<file path="src/apm_pin_mux_regs.vh">
// Register map, field layout and selector codes of the pin mux block
`ifndef APM_PIN_MUX_REGS_VH
`define APM_PIN_MUX_REGS_VH

// ****************************************************
// Register indices (byte address is four times index)
// ****************************************************
`define APM_IDX_PIN_DIR 8'h60
`define APM_IDX_PIN1_SEL 8'h62
`define APM_IDX_PIN2_SEL 8'h63
`define APM_IDX_IN_ROUTE 8'h64
`define APM_IDX_OUT_VAL 8'h65
`define APM_IDX_OUT_INV 8'h66
`define APM_IDX_IDENT 8'h67
`define APM_IDX_IRQ_STAT 8'h70
`define APM_IDX_IRQ_MASK 8'h71

// ****************************************************
// Reset values
// ****************************************************
`define APM_RST_BYTE 8'h00

// ****************************************************
// Field positions
// ****************************************************
`define APM_SEL_HI 3
`define APM_SEL_LO 0
`define APM_MISO_HI 7
`define APM_MISO_LO 6
`define APM_SYNC_HI 5
`define APM_SYNC_LO 4
`define APM_RSTSRC_HI 3
`define APM_RSTSRC_LO 2
`define APM_MUTESRC_HI 1
`define APM_MUTESRC_LO 0

// ****************************************************
// Input route codes
// ****************************************************
`define APM_ROUTE_NONE 2'h0
`define APM_ROUTE_PIN0 2'h1
`define APM_ROUTE_PIN1 2'h2
`define APM_ROUTE_PIN2 2'h3

// ****************************************************
// Output function codes
// ****************************************************
`define APM_FN_OFF 4'h0
`define APM_FN_SWVAL 4'h2
`define APM_FN_AMUTE_BOTH 4'h3
`define APM_FN_AMUTE_L 4'h4
`define APM_FN_AMUTE_R 4'h5
`define APM_FN_CLK_BAD 4'h6
`define APM_FN_WARN 4'h8
`define APM_FN_SER_OUT 4'h9
`define APM_FN_SPI_CLK 4'hb
`define APM_FN_SPI_MOSI 4'hd

// ****************************************************
// Interrupt status bits
// ****************************************************
`define APM_IRQ_MUTE 0
`define APM_IRQ_RESET 1
`define APM_IRQ_CLKBAD 2
`define APM_IRQ_W 3

`endif

</file>
<file path="src/apm_pin_mux.v">
// General-purpose pin mux with Wishbone register slave and interrupt
`timescale 1ns/1ns
`include "apm_pin_mux_regs.vh"

module apm_pin_mux #(
    parameter ADR_W = 10,
    // Arbitrary identification value, not tied to any part
    parameter [7:0] IDENT_VALUE = 8'h5a
) (
    input wire clk_sys,
    input wire rst_n,
    input wire wb_cyc_i,
    input wire wb_stb_i,
    input wire wb_we_i,
    input wire [ADR_W-1:0] wb_adr_i,
    input wire [3:0] wb_sel_i,
    input wire [31:0] wb_dat_i,
    output reg [31:0] wb_dat_o,
    output reg wb_ack_o,
    input wire [2:0] pinIn,
    output reg [2:0] pinOut_r,
    output reg [2:0] pinOe_r,
    input wire autoMuteLeft,
    input wire autoMuteRight,
    input wire clockError,
    input wire clockMissing,
    input wire warning_out_n,
    input wire serial_audio_out,
    input wire spiClk,
    input wire spiMosi,
    output reg spiMisoIn_r,
    output reg phaseSyncIn_r,
    output reg extReset_r,
    output reg mute_in_n_r,
    output reg driverHiZ_r,
    output reg switchStop_r,
    output reg irq_r
);

    // ****************************************************
    // Helper functions
    // ****************************************************
    // Pin chosen by a two-bit source field, with idle level for none
    function routePick;
        input [1:0] src;
        input [2:0] pins;
        input idle;
        begin
            case (src)
                `APM_ROUTE_PIN0: routePick = pins[0];
                `APM_ROUTE_PIN1: routePick = pins[1];
                `APM_ROUTE_PIN2: routePick = pins[2];
                default: routePick = idle;
            endcase
        end
    endfunction

    // Output function of one pin before inversion
    function pinFunc;
        input [3:0] sel;
        input swVal;
        input amL;
        input amR;
        input clkBad;
        input warnN;
        input sdo;
        input sck;
        input mosi;
        begin
            case (sel)
                `APM_FN_OFF: pinFunc = 1'b0;
                `APM_FN_SWVAL: pinFunc = swVal;
                `APM_FN_AMUTE_BOTH: pinFunc = amL & amR;
                `APM_FN_AMUTE_L: pinFunc = amL;
                `APM_FN_AMUTE_R: pinFunc = amR;
                `APM_FN_CLK_BAD: pinFunc = clkBad;
                `APM_FN_WARN: pinFunc = warnN;
                `APM_FN_SER_OUT: pinFunc = sdo;
                `APM_FN_SPI_CLK: pinFunc = sck;
                `APM_FN_SPI_MOSI: pinFunc = mosi;
                // Reserved codes park low, no glitch on odd writes
                default: pinFunc = 1'b0;
            endcase
        end
    endfunction

    // Register index match, shared by every write strobe
    function regHit;
        input [7:0] idx;
        input [7:0] want;
        begin
            regHit = (idx == want);
        end
    endfunction

    // ****************************************************
    // Registers
    // ****************************************************
    reg [7:0] pinDir_r;
    reg [7:0] pin1Sel_r;
    reg [7:0] pin2Sel_r;
    reg [7:0] inRoute_r;
    reg [7:0] outVal_r;
    reg [7:0] outInv_r;
    reg [`APM_IRQ_W-1:0] irqStat_r;
    reg [`APM_IRQ_W-1:0] irqMask_r;
    reg muteSeen_r;
    reg resetSeen_r;
    reg clkBadSeen_r;

    // ****************************************************
    // Bus decode
    // ****************************************************
    wire [7:0] regIdx;
    wire wordOk;
    wire busReq;
    wire wrNow;
    wire wrByte;
    assign regIdx = wb_adr_i[9:2];
    assign wordOk = (wb_adr_i[1:0] == 2'h0);
    assign busReq = wb_cyc_i & wb_stb_i;
    // Write lands on the edge the master samples ack
    assign wrNow = busReq & wb_ack_o & wb_we_i & wordOk;
    assign wrByte = wrNow & wb_sel_i[0];

    wire wrDir;
    wire wrSel1;
    wire wrSel2;
    wire wrRoute;
    wire wrVal;
    wire wrInv;
    wire wrStat;
    wire wrMask;
    assign wrDir = wrByte & regHit(regIdx, `APM_IDX_PIN_DIR);
    assign wrSel1 = wrByte & regHit(regIdx, `APM_IDX_PIN1_SEL);
    assign wrSel2 = wrByte & regHit(regIdx, `APM_IDX_PIN2_SEL);
    assign wrRoute = wrByte & regHit(regIdx, `APM_IDX_IN_ROUTE);
    assign wrVal = wrByte & regHit(regIdx, `APM_IDX_OUT_VAL);
    assign wrInv = wrByte & regHit(regIdx, `APM_IDX_OUT_INV);
    assign wrStat = wrByte & regHit(regIdx, `APM_IDX_IRQ_STAT);
    assign wrMask = wrByte & regHit(regIdx, `APM_IDX_IRQ_MASK);

    // ****************************************************
    // Input routing
    // ****************************************************
    wire [1:0] misoSrc;
    wire [1:0] syncSrc;
    wire [1:0] rstSrc;
    wire [1:0] muteSrc;
    assign misoSrc = inRoute_r[`APM_MISO_HI:`APM_MISO_LO];
    assign syncSrc = inRoute_r[`APM_SYNC_HI:`APM_SYNC_LO];
    assign rstSrc = inRoute_r[`APM_RSTSRC_HI:`APM_RSTSRC_LO];
    assign muteSrc = inRoute_r[`APM_MUTESRC_HI:`APM_MUTESRC_LO];

    wire misoNxt;
    wire syncNxt;
    wire rstLvl_n;
    wire muteLvl_n;
    assign misoNxt = routePick(misoSrc, pinIn, 1'b0);
    assign syncNxt = routePick(syncSrc, pinIn, 1'b0);
    // Unrouted reset and mute sit at their inactive high level
    assign rstLvl_n = routePick(rstSrc, pinIn, 1'b1);
    assign muteLvl_n = routePick(muteSrc, pinIn, 1'b1);

    // ****************************************************
    // Pin reset exclusion
    // ****************************************************
    // Held low, the pin clears setup on every clock
    wire pinReset;
    assign pinReset = ~rstLvl_n;

    // Bits of the reset pin survive a pin-triggered reset
    reg [7:0] keepMask;
    always @* begin
        keepMask = 8'h00;
        case (rstSrc)
            `APM_ROUTE_PIN0: keepMask = 8'h01;
            `APM_ROUTE_PIN1: keepMask = 8'h02;
            `APM_ROUTE_PIN2: keepMask = 8'h04;
            default: keepMask = 8'h00;
        endcase
    end

    wire keepSel1;
    wire keepSel2;
    assign keepSel1 = (rstSrc == `APM_ROUTE_PIN1);
    assign keepSel2 = (rstSrc == `APM_ROUTE_PIN2);

    // ****************************************************
    // Configuration registers
    // ****************************************************
    always @(posedge clk_sys or negedge rst_n) begin
        if (!rst_n) begin
            pinDir_r <= `APM_RST_BYTE;
            pin1Sel_r <= `APM_RST_BYTE;
            pin2Sel_r <= `APM_RST_BYTE;
            inRoute_r <= `APM_RST_BYTE;
            outVal_r <= `APM_RST_BYTE;
            outInv_r <= `APM_RST_BYTE;
            irqMask_r <= {`APM_IRQ_W{1'b0}};
        end else if (pinReset) begin
            // Routing stays, else the reset pin would let go
            pinDir_r <= pinDir_r & keepMask;
            outVal_r <= outVal_r & keepMask;
            outInv_r <= outInv_r & keepMask;
            if (!keepSel1) begin
                pin1Sel_r <= `APM_RST_BYTE;
            end
            if (!keepSel2) begin
                pin2Sel_r <= `APM_RST_BYTE;
            end
        end else begin
            if (wrDir) begin
                pinDir_r <= wb_dat_i[7:0];
            end
            if (wrSel1) begin
                pin1Sel_r <= wb_dat_i[7:0];
            end
            if (wrSel2) begin
                pin2Sel_r <= wb_dat_i[7:0];
            end
            if (wrRoute) begin
                inRoute_r <= wb_dat_i[7:0];
            end
            if (wrVal) begin
                outVal_r <= wb_dat_i[7:0];
            end
            if (wrInv) begin
                outInv_r <= wb_dat_i[7:0];
            end
            if (wrMask) begin
                irqMask_r <= wb_dat_i[`APM_IRQ_W-1:0];
            end
        end
    end

    // ****************************************************
    // Pin drive
    // ****************************************************
    wire clkBad;
    wire [2:0] pinRaw;
    assign clkBad = clockError | clockMissing;
    // Pin 0 has no selector here; it carries its value bit
    assign pinRaw[0] = outVal_r[0];
    assign pinRaw[1] = pinFunc(pin1Sel_r[`APM_SEL_HI:`APM_SEL_LO],
        outVal_r[1], autoMuteLeft, autoMuteRight, clkBad,
        warning_out_n, serial_audio_out, spiClk, spiMosi);
    assign pinRaw[2] = pinFunc(pin2Sel_r[`APM_SEL_HI:`APM_SEL_LO],
        outVal_r[2], autoMuteLeft, autoMuteRight, clkBad,
        warning_out_n, serial_audio_out, spiClk, spiMosi);

    // One flop at each pin, so mux switching cannot glitch it
    always @(posedge clk_sys or negedge rst_n) begin
        if (!rst_n) begin
            pinOut_r <= 3'h0;
            pinOe_r <= 3'h0;
        end else begin
            pinOut_r <= pinRaw ^ outInv_r[2:0];
            pinOe_r <= pinDir_r[2:0];
        end
    end

    // ****************************************************
    // Routed inputs toward the core
    // ****************************************************
    // Routed levels read the pin whatever its direction
    // Limitation: a driving pin sees its own output level
    always @(posedge clk_sys or negedge rst_n) begin
        if (!rst_n) begin
            spiMisoIn_r <= 1'b0;
            phaseSyncIn_r <= 1'b0;
            extReset_r <= 1'b0;
            mute_in_n_r <= 1'b1;
            driverHiZ_r <= 1'b0;
            switchStop_r <= 1'b0;
        end else begin
            spiMisoIn_r <= misoNxt;
            phaseSyncIn_r <= syncNxt;
            extReset_r <= pinReset;
            mute_in_n_r <= muteLvl_n;
            driverHiZ_r <= ~muteLvl_n;
            switchStop_r <= ~muteLvl_n;
        end
    end

    // ****************************************************
    // Interrupt events
    // ****************************************************
    wire [`APM_IRQ_W-1:0] evt;
    wire [`APM_IRQ_W-1:0] clrBits;
    wire [`APM_IRQ_W-1:0] statNxt;
    assign evt[`APM_IRQ_MUTE] = ~muteLvl_n & ~muteSeen_r;
    assign evt[`APM_IRQ_RESET] = pinReset & ~resetSeen_r;
    assign evt[`APM_IRQ_CLKBAD] = clkBad & ~clkBadSeen_r;
    assign clrBits = wrStat ? wb_dat_i[`APM_IRQ_W-1:0]
                            : {`APM_IRQ_W{1'b0}};
    // New event beats a clear in the same cycle
    assign statNxt = (irqStat_r & ~clrBits) | evt;

    // Seen flops turn levels into events; a held level sets once
    always @(posedge clk_sys or negedge rst_n) begin
        if (!rst_n) begin
            muteSeen_r <= 1'b0;
            resetSeen_r <= 1'b0;
            clkBadSeen_r <= 1'b0;
            irqStat_r <= {`APM_IRQ_W{1'b0}};
            irq_r <= 1'b0;
        end else begin
            muteSeen_r <= ~muteLvl_n;
            resetSeen_r <= pinReset;
            clkBadSeen_r <= clkBad;
            irqStat_r <= statNxt;
            // Built from next status so irq lines up with status
            irq_r <= |(statNxt & irqMask_r);
        end
    end

    // ****************************************************
    // Bus answer
    // ****************************************************
    reg [7:0] rdByte;
    always @* begin
        rdByte = 8'h00;
        case (regIdx)
            `APM_IDX_PIN_DIR: rdByte = pinDir_r;
            `APM_IDX_PIN1_SEL: rdByte = pin1Sel_r;
            `APM_IDX_PIN2_SEL: rdByte = pin2Sel_r;
            `APM_IDX_IN_ROUTE: rdByte = inRoute_r;
            `APM_IDX_OUT_VAL: rdByte = outVal_r;
            `APM_IDX_OUT_INV: rdByte = outInv_r;
            `APM_IDX_IDENT: rdByte = IDENT_VALUE;
            `APM_IDX_IRQ_STAT: rdByte = {5'h00, irqStat_r};
            `APM_IDX_IRQ_MASK: rdByte = {5'h00, irqMask_r};
            default: rdByte = 8'h00;
        endcase
        if (!wordOk) begin
            rdByte = 8'h00;
        end
    end

    // Every cycle answered in one clock, unmapped reads give zero
    always @(posedge clk_sys or negedge rst_n) begin
        if (!rst_n) begin
            wb_ack_o <= 1'b0;
            wb_dat_o <= 32'h0000_0000;
        end else begin
            // Ack drops after one cycle even if strobe is held
            wb_ack_o <= busReq & ~wb_ack_o;
            if (busReq & ~wb_ack_o & ~wb_we_i) begin
                wb_dat_o <= {24'h00_0000, rdByte};
            end else begin
                wb_dat_o <= 32'h0000_0000;
            end
        end
    end

endmodule // apm_pin_mux

</file>
<file path="config.mk">
export PLATFORM = sky130hd
export DESIGN_NAME = apm_pin_mux
export DESIGN_NICKNAME = d
export VERILOG_FILES = /design/src/apm_pin_mux.v
export VERILOG_INCLUDE_DIRS = /design/src
export SDC_FILE = /design/constraint.sdc
export NUM_CORES = 1
export LEC_CHECK = 0
export CAP_MARGIN = 20
export CORE_AREA = 2 2 118 120
export DETAILED_ROUTE_END_ITERATION = 10
export DIE_AREA = 0 0 120 122
export DONT_BUFFER_PORTS = 1
export PLACE_DENSITY = 0.51
export SKIP_LAST_GASP = 1
export SLEW_MARGIN = 10
export SYNTH_ARGS = -nofsm -noshare
export SYNTH_HDL_FRONTEND = slang
export SYNTH_SLANG_ARGS = --single-unit
</file>
<file path="constraint.sdc">
create_clock -name clk_sys -period 3.2 [get_ports clk_sys]
set_clock_uncertainty 0.15 [all_clocks]
set_input_delay 0.64 -clock clk_sys [delete_from_list [all_inputs] [get_ports clk_sys]]
set_output_delay 0.64 -clock clk_sys [all_outputs]
set_load 0.01 [all_outputs]
</file>
==> impl_metrics.csv <==
group,metric,value,unit
setup_path,critical_path_arrival,2.27,ns
sta,grt_setup_unrepaired,"no",
die,die_x,120,um
setup_path,worstPathRequired,3.32,ns
clock_network,clk_path_buf_depth,2,
clock_network,worst_setup_hold_path_clk_slew,0.06,ns
global_route,grt.total_usage,0.150,
clock_network,post_cts_resize_count,0,
clock_network,root_buffer,"clkbuf_16",
synth,synth.distinct_cells,55,
clock_network,clock_insertion_delay_worst_skew,0.34,ns
route,route.detailed.wl_per_inst,18.8,um
synth,largest_area_contributor_in_the_netlist,"dfrtp_1",
cells_and_area,drive_gt1_frac,0.159,
pwr,pwr_density_cell,486,nW/um^2
synth,synth-seq-cells,76,
clock_network,tritoncts_clock_tree,"built",
placed_design,dp.final_hpwl,7.41,mm
sta,final_report_setup_violation_count,0,
setup_path,r2r_end,"pin1Sel_r[6]",
cells_and_area,num_antenna_cells,0,
setup_path,start_kind,"flip-flop",
global_route,grt_antenna_before_repair,0,
setup_path,timing.critical_path.to_type,"flip-flop",
sta,timing.final.max_slew_violations,0,
global_route,first_pass_grt_wire_length,16.6,mm
route,number_of_routed_nets_with_antenna_violations,0,
route,drt-pass1-iter-count,4,
global_route,grt_start_max_net_pins,76,
setup_path,critPathKind,"flip-flop to flip-flop",
route,drtIter0Drc,251,
sta,worst_pin_slew,0.547,ns
cells_and_area,finalNonFillerCells,564,
placed_design,io_buffers,0,
setup_path,critPathMaxFanout,6,
clock_network,htreeDepth,3,
synth,ys_dominant_reg_cell,"dfrtp_1",
route,route.detailed.vias_per_inst,5.15,
sta,final_period_minus_worst_setup_slack,2.15,ns
die,die_area,14600,sq um
synth,synth_enable_flop_cells,0,
sta,max-slew-margin-rel,0.633,
sta,setup_tns,0,ns
sta,maxClockFrequency,465,MHz
synth,synth-warning-count,0,
cells_and_area,final_core_util,0.326,
synth,netlist_area,3950,sq um
placed_design,number_of_placed_cells_counting_well_taps,546,
synth,syn-instance-count,377,
global_route,grt_overflow,0,
placed_design,place_congestion,0.853,
setup_path,rr_startpoint,"wb_ack_o",
clock_network,post-cts-setup-buffers,0,
sta,timing_hold_violations_final,0,
synth,synth_area_leaders,"dfrtp_1 47%, mux2i_1 7.1%, mux2_2 6.8%",
run_status,status,"finished, final reports clean",
setup_path,r2r_setup_slack,1.05,ns
pwr,peakVddDrop,0.216,mV
synth,synth_sequential_area_ratio,0.481,
die,pin_count,108,
synth,synth.top_cell.area_share,0.475,
route,drt_drc_violations_left,0,
route,via_count,2902,
die,die_y,122,um
pwr,static-leakage-power,2.11,nW
clock_network,tritoncts_num_sinks,76,
flow_run,max_cap_violations,0,
pwr,total_power,2.14,mW
cells_and_area,finalNetCount,441,
synth,share_of_synthesized_registers_carrying_an_async_set_or_reset,1.00,
setup_path,r2r_cells,6,
die,coreArea,13500,sq um
synth,post_synth.cell_area_avg,10.5,sq um
global_route,grt_pass1_vias,2945,
sta,min_period_over_period,0.672,
route,detail_route.wirelength,10.6,mm
hold_path,worst_min_path_class,"primary input to async pin",
cells_and_area,layout-area-overhead-vs-synth,11.4,%
die,initial_utilization,0.293,
die,core.rowCount,43,
clock_network,numCtsBuffers,9,
## where the power goes
group          internal (mW)  switching, mW
logic                 0.0256         0.0489
registers              0.963        0.00251
clock network          0.703          0.394
total                   1.69          0.446
## flip-flops by register name (all words and copies together), names as in the netlist, 8 cells and up
register   count
outVal_r       8
pin1Sel_r      8
pin2Sel_r      8
pinDir_r       8
inRoute_r      8
wb_dat_o       8
outInv_r       8
## cell usage in the layout (no fill, tap or decap), types with 3 or more instances in the layout
master,instances
o21ai_1,6
dfrtp_1,75
nand2b_1,3
mux2_2,24
o22ai_1,4
a221oi_1,4
nand4_1,3
nor3_1,3
nor2_1,30
a31oi_1,6
inv_1,8
nand2_1,31
clkbuf_16,9
a21oi_1,10
o221ai_1,3
a22o_1,7
nand3_1,16
mux2i_1,28
o21ai_0,30
buf_4,7
nor2b_1,3
xor2_1,3
conb_1,24
## layout make-up
type | instances | area [sq um]
clock buffers | 12 | 246
clock inverters | 4 | 72.6
fillers | 1371 | 9100
inverters | 8 | 30.0
multi-input cells | 275 | 1840
flip-flops and latches | 76 | 1900
well taps | 180 | 225
repair buffers | 9 | 90.1
## repair_timing
item | in CTS | in global routing
hold endpoints to repair | 75 | 0
hold buffers | 2 | 0
setup endpoints to repair | 0 | 0
## metal layers
metal | vias up | wire length [um] | track usage
met3 | 13 | 679 | 0.0421
met4 | 0 | 136 | 0.0507
met1 | 1469 | 4650 | 0.196
li1 | 1324 | - | -
met2 | 96 | 5110 | 0.239
met5 | - | 0 | 0
## worst max-delay path by stage
stage                startpoint            to  cells after the start
global placement    wb_adr_i[0]  pin1Sel_r[6]                      6
finish                 wb_ack_o  pin1Sel_r[6]                      6
global route           wb_ack_o  pin1Sel_r[6]                      6
detailed placement  wb_adr_i[0]   wb_dat_o[5]                      4
CTS                    wb_ack_o  pin1Sel_r[6]                      6
floorplan           wb_adr_i[9]   outVal_r[0]                      6
## synth_stat cells (all sizes together) (4+ instances only)
master	number
a21oi	11
a221oi	4
a22o	7
a31oi	6
buf	38
dfrtp	75
inv	8
mux2	24
mux2i	28
nand2	32
nand3	16
nand4	5
nor2	30
o21ai	36
o22ai	4
## per-stage QoR
stage	worst slack (ns)	area [sq um]	hold slack, ns
2_1_floorplan	1.03	4040	0.194
3_3_place_gp	0.767	4050	0.199
3_5_place_dp	0.779	4050	0.199
4_1_cts	1.12	4400	0.0680
5_1_grt	0.934	4400	0.0689
6_report	1.05	4400	0.0193
## cells by family (layout without fill, tap and decap cells)
kind of cell / Yosys count / in the layout / synth area share
XOR/XNOR: 3 / 3 / 0.00665
multiplexers: 52 / 52 / 0.139
other: 1 / 24 / 0.000948
flip-flops: 76 / 76 / 0.481
AND/OR/NAND/NOR: 111 / 111 / 0.157
AO/OA/AOI/OAI: 85 / 85 / 0.139
buffers and inverters: 49 / 33 / 0.0763
## critical path, cell delays in order (launching register included)
cell and delay [ns]:
dfrtp_1 0.48, nand3_1 0.16, nor3_1 0.46, nand2_1 0.20
nor2_1 0.28, buf_4 0.21, a22o_1 0.15
No activity file was read; power rests on OpenSTA's default activity.
